===== config.mk =====
export PLATFORM = sky130hd
export DESIGN_NAME = speakerphone_agc_pair
export DESIGN_NICKNAME = d
export VERILOG_FILES = /design/src/hdl/agc_pkg.sv /design/src/hdl/speakerphone_agc_pair.sv /design/src/hdl/agc_channel.sv
export SDC_FILE = /design/constraint.sdc
export NUM_CORES = 2
export LEC_CHECK = 0
export BUFFER_PORTS_ARGS = -buffer_cell sky130_fd_sc_hd__clkbuf_2
export CORE_MARGIN = 1.5
export CORE_UTILIZATION = 55
export CTS_BUF_LIST = sky130_fd_sc_hd__clkbuf_8 sky130_fd_sc_hd__clkbuf_16
export CTS_CLUSTER_SIZE = 28
export DETAILED_ROUTE_END_ITERATION = 8
export PLACE_DENSITY_LB_ADDON = 0.05
export REMOVE_ABC_BUFFERS = 1
export SYNTH_ARGS = -nofsm -noshare
export SYNTH_HDL_FRONTEND = slang
export SYNTH_SLANG_ARGS = --single-unit

===== constraint.sdc =====
create_clock -name clk -period 39.5 [get_ports clk]
set_input_delay 0 -clock clk [delete_from_list [all_inputs] [get_ports clk]]
set_output_delay 0 -clock clk [all_outputs]
set_load 0.1 [all_outputs]

===== src/hdl/agc_pkg.sv =====
// Summary of operation
// - tx regulation only with speakerphone enabled
// - compare level against programmable threshold
// - fast constant above, slow below threshold
// - noise above threshold lowers gain equally
// - tx loudness stage follows detector, speakerphone
// - tx loudness stays on with agc off
// - receive direction freezes tx gain
// - tx gain adjusts attenuation sweep range
// - tx starts from initial gain on enable
// - tx gain bounded by attenuation, gain ranges
// - rx agc, loudness only in speakerphone
// - rx attenuates too; limiter at gain_max
// - rx detector tap is selectable
// - transmit direction freezes rx gain
// - rx starts from initial value on enable
// - rx gain adjusts attenuation sweep range
// - rx momentary gain readable, coefficients rewritable
// - rx uses own threshold, constants, noise
// - comparators steer the direction state
package agc_pkg;

	// ************************************************
	// register map
	// ************************************************
	localparam logic [11:0] OFS_CTRL = 12'h000;
	localparam logic [11:0] OFS_ATT = 12'h004;
	localparam logic [11:0] OFS_TX_LEVEL = 12'h008;
	localparam logic [11:0] OFS_TX_RANGE = 12'h00c;
	localparam logic [11:0] OFS_TX_SETTLE = 12'h010;
	localparam logic [11:0] OFS_RX_LEVEL = 12'h014;
	localparam logic [11:0] OFS_RX_RANGE = 12'h018;
	localparam logic [11:0] OFS_RX_SETTLE = 12'h01c;
	localparam logic [11:0] OFS_STATUS = 12'h020;
	localparam int CTRL_SP = 0;
	localparam int CTRL_TX_EN = 1;
	localparam int CTRL_RX_EN = 2;
	localparam int CTRL_TAP = 3;
	localparam int STATUS_DIR = 24;
	localparam logic [3:0] CTRL_RST = 4'h0;
	localparam logic [7:0] ATT_RST = 8'h00;
	localparam logic [11:0] SETTLE_RST = 12'h001;
	localparam logic [1:0] HTRANS_NONSEQ = 2'h2;

	// ************************************************
	// signal processing constants
	// ************************************************
	localparam int SAMPLE_KHZ = 8;
	localparam int DB_PER_BIT = 6;
	localparam logic [7:0] LVL_SILENT = 8'h5a;
	localparam int FRAC_SHIFT = 14;

	typedef enum logic [3:0] {
		SEL_CTRL, SEL_ATT, SEL_TX_LEVEL, SEL_TX_RANGE, SEL_TX_SETTLE,
		SEL_RX_LEVEL, SEL_RX_RANGE, SEL_RX_SETTLE, SEL_STATUS, SEL_NONE
	} reg_sel_t;

	typedef struct packed {
		logic signed [7:0] init;
		logic [7:0] noise;
		logic [7:0] thresh;
		logic signed [7:0] loud;
		logic [7:0] gain_max;
		logic [7:0] atten;
		logic [11:0] slow;
		logic [11:0] fast;
	} agc_coef_t;

	localparam agc_coef_t COEF_RST = '{init: 8'h00, noise: 8'h00,
		thresh: 8'h00, loud: 8'h00, gain_max: 8'h00, atten: 8'h00,
		slow: SETTLE_RST, fast: SETTLE_RST};

	typedef struct packed {
		logic valid;
		logic signed [15:0] data;
	} sample_t;

	typedef struct packed {
		logic hsel;
		logic [1:0] htrans;
		logic hwrite;
		logic [2:0] hsize;
		logic [11:0] haddr;
		logic [31:0] hwdata;
		logic hready;
	} ahb_req_t;

	typedef struct packed {
		logic hreadyout;
		logic hresp;
		logic [31:0] hrdata;
	} ahb_rsp_t;

endpackage


===== src/hdl/speakerphone_agc_pair.sv =====
// Our own choices: the register addresses and the AHB-Lite interface to the registers.
`timescale 1ns/1ps
module speakerphone_agc_pair import agc_pkg::*; (
	// clock and reset
	input logic clk,
	input logic rst_b,
	// register bus
	input ahb_req_t ahb,
	output ahb_rsp_t ahb_rsp,
	// speech comparators and detectors
	input logic acoustic_cmp_hit,
	input logic line_cmp_hit,
	input logic [7:0] tx_noise_mag,
	input logic [7:0] rx_noise_mag,
	// voice samples
	input sample_t tx_in,
	input sample_t rx_in,
	output sample_t tx_out,
	output sample_t rx_out,
	output sample_t rx_det,
	// attenuation control
	output logic [7:0] sweep_range,
	output logic dir_tx
);

	// ************************************************
	// state
	// ************************************************
	typedef struct packed {
		logic rd_pend;
		logic wr_pend;
		logic [11:0] addr;
		logic [31:0] rdata;
		logic [3:0] ctrl;
		logic [7:0] att_base;
		agc_coef_t tx_coef;
		agc_coef_t rx_coef;
		logic dir_tx;
		sample_t det;
		logic [7:0] sweep;
	} regs_t;

	regs_t r_q, r_d;
	logic signed [7:0] tx_gain;
	logic signed [7:0] rx_gain;
	logic signed [9:0] sweep_sum;
	logic addr_take;

	// ************************************************
	// decoding
	// ************************************************
	function automatic reg_sel_t reg_sel(input logic [11:0] a);
		reg_sel_t s;
		unique case (a)
			OFS_CTRL: s = SEL_CTRL;
			OFS_ATT: s = SEL_ATT;
			OFS_TX_LEVEL: s = SEL_TX_LEVEL;
			OFS_TX_RANGE: s = SEL_TX_RANGE;
			OFS_TX_SETTLE: s = SEL_TX_SETTLE;
			OFS_RX_LEVEL: s = SEL_RX_LEVEL;
			OFS_RX_RANGE: s = SEL_RX_RANGE;
			OFS_RX_SETTLE: s = SEL_RX_SETTLE;
			OFS_STATUS: s = SEL_STATUS;
			default: s = SEL_NONE;
		endcase
		return s;
	endfunction

	// word 0 level, 1 range, 2 settle
	function automatic logic [31:0] coef_rd(input agc_coef_t c,
		input logic [1:0] w);
		logic [31:0] v;
		unique case (w)
			2'h0: v = {c.init, c.noise, c.thresh, c.loud};
			2'h1: v = {16'h0000, c.gain_max, c.atten};
			default: v = {4'h0, c.slow, 4'h0, c.fast};
		endcase
		return v;
	endfunction

	function automatic agc_coef_t coef_wr(input agc_coef_t c,
		input logic [1:0] w, input logic [31:0] d);
		agc_coef_t n;
		n = c;
		unique case (w)
			2'h0: begin
				n.init = d[31:24];
				n.noise = d[23:16];
				n.thresh = d[15:8];
				n.loud = d[7:0];
			end
			2'h1: begin
				n.gain_max = d[15:8];
				n.atten = d[7:0];
			end
			default: begin
				n.slow = d[27:16];
				n.fast = d[11:0];
			end
		endcase
		return n;
	endfunction

	// ************************************************
	// gain stages
	// ************************************************
	agc_channel tx_chan (
		.clk(clk),
		.rst_b(rst_b),
		.sp_en(r_q.ctrl[CTRL_SP]),
		.agc_en(r_q.ctrl[CTRL_TX_EN]),
		.freeze(!r_q.dir_tx),
		.coef(r_q.tx_coef),
		.noise_mag(tx_noise_mag),
		.smp_in(tx_in),
		.smp_out(tx_out),
		.gain_eff(tx_gain)
	);

	// own coefficient set for receive
	agc_channel rx_chan (
		.clk(clk),
		.rst_b(rst_b),
		.sp_en(r_q.ctrl[CTRL_SP]),
		.agc_en(r_q.ctrl[CTRL_RX_EN]),
		.freeze(r_q.dir_tx),
		.coef(r_q.rx_coef),
		.noise_mag(rx_noise_mag),
		.smp_in(rx_in),
		.smp_out(rx_out),
		.gain_eff(rx_gain)
	);

	// ************************************************
	// outputs
	// ************************************************
	assign addr_take = ahb.hsel && ahb.htrans == HTRANS_NONSEQ && ahb.hready;
	assign sweep_sum = $signed({2'b00, r_q.att_base})
		+ {{2{tx_gain[7]}}, tx_gain}
		+ {{2{rx_gain[7]}}, rx_gain};
	assign ahb_rsp.hreadyout = !r_q.rd_pend;
	assign ahb_rsp.hresp = 1'b0;
	assign ahb_rsp.hrdata = r_q.rdata;
	assign sweep_range = r_q.sweep;
	assign dir_tx = r_q.dir_tx;
	assign rx_det = r_q.det;

	// ************************************************
	// next state
	// ************************************************
	always_comb begin
		r_d = r_q;
		if (ahb.hready) begin
			r_d.rd_pend = addr_take && !ahb.hwrite;
			r_d.wr_pend = addr_take && ahb.hwrite;
			r_d.addr = ahb.haddr;
		end
		// one wait state, read data from a register
		if (r_q.rd_pend) begin
			r_d.rd_pend = 1'b0;
			unique case (reg_sel(r_q.addr))
				SEL_CTRL: r_d.rdata = {28'h000_0000, r_q.ctrl};
				SEL_ATT: r_d.rdata = {24'h00_0000, r_q.att_base};
				SEL_TX_LEVEL: r_d.rdata = coef_rd(r_q.tx_coef, 2'h0);
				SEL_TX_RANGE: r_d.rdata = coef_rd(r_q.tx_coef, 2'h1);
				SEL_TX_SETTLE: r_d.rdata = coef_rd(r_q.tx_coef, 2'h2);
				SEL_RX_LEVEL: r_d.rdata = coef_rd(r_q.rx_coef, 2'h0);
				SEL_RX_RANGE: r_d.rdata = coef_rd(r_q.rx_coef, 2'h1);
				SEL_RX_SETTLE: r_d.rdata = coef_rd(r_q.rx_coef, 2'h2);
				SEL_STATUS: begin
					r_d.rdata = {7'h00, r_q.dir_tx, r_q.sweep,
						rx_gain, tx_gain};
				end
				SEL_NONE: r_d.rdata = 32'h0000_0000;
			endcase
		end
		if (r_q.wr_pend) begin
			unique case (reg_sel(r_q.addr))
				SEL_CTRL: r_d.ctrl = ahb.hwdata[3:0];
				SEL_ATT: r_d.att_base = ahb.hwdata[7:0];
				SEL_TX_LEVEL: begin
					r_d.tx_coef = coef_wr(r_q.tx_coef, 2'h0, ahb.hwdata);
				end
				SEL_TX_RANGE: begin
					r_d.tx_coef = coef_wr(r_q.tx_coef, 2'h1, ahb.hwdata);
				end
				SEL_TX_SETTLE: begin
					r_d.tx_coef = coef_wr(r_q.tx_coef, 2'h2, ahb.hwdata);
				end
				SEL_RX_LEVEL: begin
					r_d.rx_coef = coef_wr(r_q.rx_coef, 2'h0, ahb.hwdata);
				end
				SEL_RX_RANGE: begin
					r_d.rx_coef = coef_wr(r_q.rx_coef, 2'h1, ahb.hwdata);
				end
				SEL_RX_SETTLE: begin
					r_d.rx_coef = coef_wr(r_q.rx_coef, 2'h2, ahb.hwdata);
				end
				SEL_STATUS: r_d.ctrl = r_q.ctrl;
				SEL_NONE: r_d.ctrl = r_q.ctrl;
			endcase
		end
		// direction from the speech comparators
		if (!r_q.dir_tx && acoustic_cmp_hit) begin
			r_d.dir_tx = 1'b1;
		end else if (r_q.dir_tx && line_cmp_hit) begin
			r_d.dir_tx = 1'b0;
		end
		// detector tap ahead of or behind the receive gain
		if (r_q.ctrl[CTRL_TAP]) begin
			r_d.det = rx_in;
		end else begin
			r_d.det = rx_out;
		end
		// sweep follows both gains for constant loop gain
		if (sweep_sum < 0) begin
			r_d.sweep = 8'h00;
		end else if (sweep_sum > 10'sh0ff) begin
			r_d.sweep = 8'hff;
		end else begin
			r_d.sweep = sweep_sum[7:0];
		end
	end

	always_ff @(posedge clk) begin
		if (!rst_b) begin
			r_q <= '0;
			r_q.ctrl <= CTRL_RST;
			r_q.att_base <= ATT_RST;
			r_q.tx_coef <= COEF_RST;
			r_q.rx_coef <= COEF_RST;
		end else begin
			r_q <= r_d;
		end
	end
endmodule // speakerphone_agc_pair


===== src/hdl/agc_channel.sv =====
`timescale 1ns/1ps
module agc_channel import agc_pkg::*; (
	// clock and reset
	input logic clk,
	input logic rst_b,
	// mode
	input logic sp_en,
	input logic agc_en,
	input logic freeze,
	input agc_coef_t coef,
	input logic [7:0] noise_mag,
	// samples
	input sample_t smp_in,
	output sample_t smp_out,
	output logic signed [7:0] gain_eff
);

	typedef struct packed {
		logic was_on;
		logic signed [7:0] gain;
		logic signed [7:0] eff;
		logic [14:0] cnt;
		sample_t out;
	} chan_t;

	chan_t s_q, s_d;
	logic on, above;
	logic [7:0] excess;
	logic [14:0] limit;
	logic signed [9:0] upper, lower, g10, total;

	// magnitude below full scale, in dB
	function automatic logic [7:0] level_mag(input logic signed [15:0] x);
		logic [15:0] a;
		logic [7:0] m;
		a = x[15] ? 16'(-x) : x;
		m = LVL_SILENT;
		for (int i = 0; i < 15; i++) begin
			if (a[i]) m = 8'((14 - i) * DB_PER_BIT);
		end
		if (a[15]) m = 8'h00;
		return m;
	endfunction

	function automatic logic signed [7:0] clamp8(input logic signed [9:0] v,
		input logic signed [9:0] hi, input logic signed [9:0] lo);
		logic signed [9:0] r;
		r = v;
		if (r < lo) r = lo;
		if (r > hi) r = hi;
		return 8'(r);
	endfunction

	// gain in dB applied as shift plus fractional factor
	function automatic logic signed [15:0] scale(input logic signed [15:0] x,
		input logic signed [9:0] db);
		logic signed [10:0] t;
		logic signed [10:0] sh;
		logic [15:0] f;
		logic signed [47:0] p;
		t = 11'(db) + 11'sh03c;
		sh = 11'(t / 6) - 11'sh00a;
		unique case (3'(t % 6))
			3'h0: f = 16'h4000;
			3'h1: f = 16'h47cf;
			3'h2: f = 16'h5092;
			3'h3: f = 16'h5a67;
			3'h4: f = 16'h656f;
			default: f = 16'h71cf;
		endcase
		p = 48'(x) * $signed({32'h0000_0000, f});
		if (sh >= 0) p = p <<< 4'(sh);
		else p = p >>> 4'(-sh);
		p = p >>> FRAC_SHIFT;
		if (p > 48'sh0000_0000_7fff) return 16'sh7fff;
		if (p < -48'sh0000_0000_8000) return 16'sh8000;
		return 16'(p);
	endfunction

	assign on = sp_en & agc_en;
	assign above = level_mag(smp_in.data) < coef.thresh;
	assign excess = (noise_mag < coef.noise) ? 8'(coef.noise - noise_mag)
		: 8'h00;
	assign upper = $signed({2'b00, coef.gain_max})
		- $signed({2'b00, excess});
	assign lower = -$signed({2'b00, coef.atten});
	assign limit = 15'((above ? coef.fast : coef.slow) * SAMPLE_KHZ);
	assign g10 = {{2{s_q.gain[7]}}, s_q.gain};
	assign total = (on ? g10 : 10'sh000)
		+ (sp_en ? {{2{coef.loud[7]}}, coef.loud} : 10'sh000);
	assign smp_out = s_q.out;
	assign gain_eff = s_q.eff;

	always_comb begin
		s_d = s_q;
		s_d.was_on = on;
		s_d.out.valid = smp_in.valid;
		if (smp_in.valid) begin
			s_d.out.data = sp_en ? scale(smp_in.data, total) : smp_in.data;
		end
		if (on && !s_q.was_on) begin
			s_d.gain = clamp8({{2{coef.init[7]}}, coef.init},
				upper, lower);
			s_d.cnt = '0;
		end else if (on && !freeze && smp_in.valid) begin
			if (s_q.cnt + 15'h0001 >= limit) begin
				s_d.cnt = '0;
				s_d.gain = clamp8(g10 + (above ? -10'sh001 : 10'sh001),
					upper, lower);
			end else begin
				s_d.cnt = s_q.cnt + 15'h0001;
			end
		end
		s_d.eff = on ? s_d.gain : 8'sh00;
	end

	always_ff @(posedge clk) begin
		if (!rst_b) s_q <= '0;
		else s_q <= s_d;
	end
endmodule // agc_channel


==> impl_metrics.yaml <==
finish:
  area_growth_pct: 6.50
  nFillCells: 8047
  nNetsFinal: 6890
  fin_area_um2: 50500
  layout-drive-gt1-share_pct: 8.30
sta:
  slew_headroom_pct: 16.5
  finClkSkew_ns: 0.0379
  final_hold_viol_count: 0
  max_freq_ghz: 0.0528
  rsz0062_at_grt: "no"
  period_share_pct: 48.0
  min_period_ns: 18.94
  setup_viol: 0
  fin_setup_tns_ns: 0
  timing_max_transition_violations_final: 0
  tightest_slew_ns: 1.25
  hold-worst-slack_ns: 0.0241
pwr:
  p_int_w: 0.000685
  power.leakage_nw: 23.7
  pwr-share-seq_pct: 30.3
  ir_drop_mv: 0.0361
  p_switching_w: 0.000427
  power_density_nw_per_um2: 22.0
  clockPowerShare_pct: 33.3
  switching_share_pct: 38.4
  combPwrFrac_pct: 36.4
floorplan:
  chipWidth_um: 297
  die_h_um: 297
  core_um2: 85300
  fp.dieArea_um2: 88100
  io_pins: 200
  start_util_pct: 55.6
  rows: 107
synth:
  synth_top_family_by_area: "adder cells"
  synthMuxAreaShare_pct: 7.41
  ys_ff_latch: 326
  synth_edf_count: 0
  syn_avg_cell_area_um2: 7.94
  synthSimpleGateAreaFrac_pct: 18.2
  post_synth_fa_ha_maj_area_fraction_pct: 27.8
  synth-async-reset-ratio_pct: 0
  yosys_warnings: 0
  synth_xor_area_share_pct: 4.09
  ys.flop_type: "dfxtp_1"
  synth_compound_area_share_pct: 19.1
  synthCells: 5979
  yosysSeqAreaShare_pct: 13.8
  syn_area_um2: 47500
  ys_types: 122
worst_setup_path:
  worstSetupStartpointType: "flop"
  reg2reg_slack_ns: 20.56
  crit_required_ns: 39.99
  worstSetupPathType: "reg2reg"
  cp-end-kind: "flop"
  rr_worst_depth: 64
  path_max_fanout: 53
  arrival_ns: 19.43
  slowest_delay_ns: 0.96
  crit_slowest_cell: "a211oi_2"
  crit_top_cell: "fa_1"
flow_run:
  drv_cap: 0
clocking:
  clockRootBuffer: "clkbuf_16"
  cts_sinks: 326
  clk_latency_ns: 0.60
  cts_made_buffers: 39
  post_cts_resized: 0
  path_clk_slew_ns: 0.06
  cts_tree: "yes"
  cts_buffer_depth: 3
  htreeDepth: 2
min_path:
  worstHoldPathCells: 4
  hp-class: "in2reg"
grt:
  antenna_found_initial: 4
  grt_usage_pct: 34.9
  grt_pass1_wl_um: 243000
  grt_max_degree: 82
  grt_pass1_vias: 42000
  gr-total-overflow: 0
detailed_routing:
  vias: 43100
  via_per_inst: 6.05
  finalWirelength_um: 156000
  drc_errors: 0
  drtIter0Drc: 4079
  wl_per_cell_um: 21.9
  first_pass_iters: 8
  ant_nets: 0
placement:
  dpl.hpwl_um: 120000
  postPlaceCellArea_um2: 48600
  portBuffers: 195
  place.gp.congestion: 0.980
status:
  status: "finished, final reports clean"
[repair_timing]
action / CTS / global route
hold buffers: 66 / 0
endpoints found under the hold margin: 191 / 0
setup buffers: 0 / 0
[sequential cells by signal (all words and copies together) (netlist names)]
register          count
r_q                 170
ahb_rsp              32
rx_chan.smp_out      17
rx_det               17
tx_chan.smp_out      17
rx_chan.s_q          16
tx_chan.s_q          16
rx_chan.g10           8
rx_chan.gain_eff      8
sweep_range           8
tx_chan.g10           8
tx_chan.gain_eff      8
dir_tx                1
[worst max-delay path, delay by kind of cell, from the launching register on]
family | cells | cell delay [ns]
adders and majority gates | 11 | 4.62
xor gates and xnor gates | 6 | 1.94
and+or+nand+nor | 16 | 3.66
buffers and inverters | 11 | 2.42
AOI/OAI and AO/OA | 18 | 4.86
muxes | 2 | 0.70
DFF | 1 | 0.53
[metrics by stage]
stage               utilization [%]  cells  worst slack, ns  total power, W
global route                   59.3   7131            19.48         0.00117
detailed placement             57.0   6994            20.96        0.000733
floorplan                         -   5578            21.58        0.000616
global placement               57.0   6994            21.05        0.000731
CTS                            59.3   7130            20.83         0.00111
finish                         59.3   7132            20.56         0.00111
[layout by cell type (no fill, tap or decap), types with 31 or more instances in the layout]
cell	count
a211oi_1	46
a21boi_0	158
a21o_1	78
a21oi_1	295
a22oi_1	47
a31oi_1	41
and2_1	110
and3_1	65
buf_4	77
clkbuf_16	39
clkbuf_2	194
dfxtp_1	325
dlygate4sd3_1	66
fa_1	380
ha_1	447
inv_1	680
mux2_2	48
mux2i_1	250
nand2_1	782
nand2b_1	68
nand3_1	101
nand4_1	37
nor2_1	365
nor2b_1	125
nor3_1	89
o211ai_1	49
o21a_1	52
o21ai_0	266
o21ai_1	32
o22ai_1	31
xnor2_1	129
xor2_1	75
[area by class of cell]
cell class	count	area, um2	area share [%]
antenna	2	5.00	0.00990
clock buffer	47	1090	2.15
clock inverter	23	208	0.411
inverter	685	2570	5.09
multi-input combinational	4567	36500	72.2
sequential	326	6530	12.9
tap	1144	1430	2.83
timing repair buffer	338	2220	4.39
[path summary, 6_finish.rpt]
check                                                 startpoint                               end
worst max register to register             r_q[178]$_SDFFE_PN0P_  rx_chan.smp_out[11]$_SDFFE_PN0P_
worst min register to register  tx_chan.smp_out[14]$_SDFFE_PN0P_  tx_chan.smp_out[14]$_SDFFE_PN0P_
worst min-delay path                                   rx_in[11]             rx_det[11]$_SDFF_PN0_
worst max-delay path                       r_q[178]$_SDFFE_PN0P_  rx_chan.smp_out[11]$_SDFFE_PN0P_
[logic make-up (layout without fill, tap and decap cells)]
| kind of cell | after synthesis | after routing |
|---|---|---|
| AO/OA/AOI/OAI | 1346 | 1346 |
| XOR/XNOR | 215 | 215 |
| adder cells (fa/ha/maj) | 827 | 827 |
| buffers and inverters | 1086 | 1093 |
| flip-flops | 326 | 326 |
| multiplexers | 319 | 319 |
| other | 1 | 3 |
| AND/OR/NAND/NOR | 1859 | 1859 |
[metal layers]
layer / part of all wire, % / GRT usage, % / vias up
li1: - / - / 20200
met1: 43 / 46.9 / 20700
met2: 44 / 55.6 / 1834
met3: 7.8 / 5.11 / 364
met4: 5.2 / 15.5 / 6
met5: 0.026 / 0 / -
[power by group through the flow]
stage | Clock [W] | Sequential (W) | Combinational, W
final | 0.000370 | 0.000337 | 0.000405
after global routing | 0.000387 | 0.000338 | 0.000442
after CTS | 0.000375 | 0.000337 | 0.000397
after detailed placement | 0 | 0.000345 | 0.000388
after global placement | 0 | 0.000344 | 0.000387
after floorplan | 0 | 0.000368 | 0.000248
[cells in the mapped netlist, drive strengths merged, types with 16 or more instances]
library cell    n  area share [%]
o21ai         301             3.2
nand2b         68            0.90
mux2i         250             5.3
or3            21            0.28
a21oi         299             3.2
ha            447              12
nand3         104             1.1
o21a           52            0.82
xnor2         134             2.5
o21bai         17            0.27
clkbuf        257             2.0
buf           144             2.1
fa            380              16
inv           677             5.4
mux4           21             1.0
o211ai         51            0.85
nor2          367             2.9
and3           65            0.86
nor4           27            0.41
and2          114             1.5
a222oi         20            0.42
a22oi          49            0.80
nor3           90            0.96
nand2         785             6.2
a21boi        158             2.5
a221oi         16            0.30
o22ai          33            0.46
o31ai          33            0.58
nor2b         126             1.7
a31oi          45            0.66
a21o           79             1.3
xor2           79             1.5
dfxtp         326              14
mux2           48             1.1
a211oi         47            0.75
nand4          37            0.49
Power figures use the tool's default switching activity.
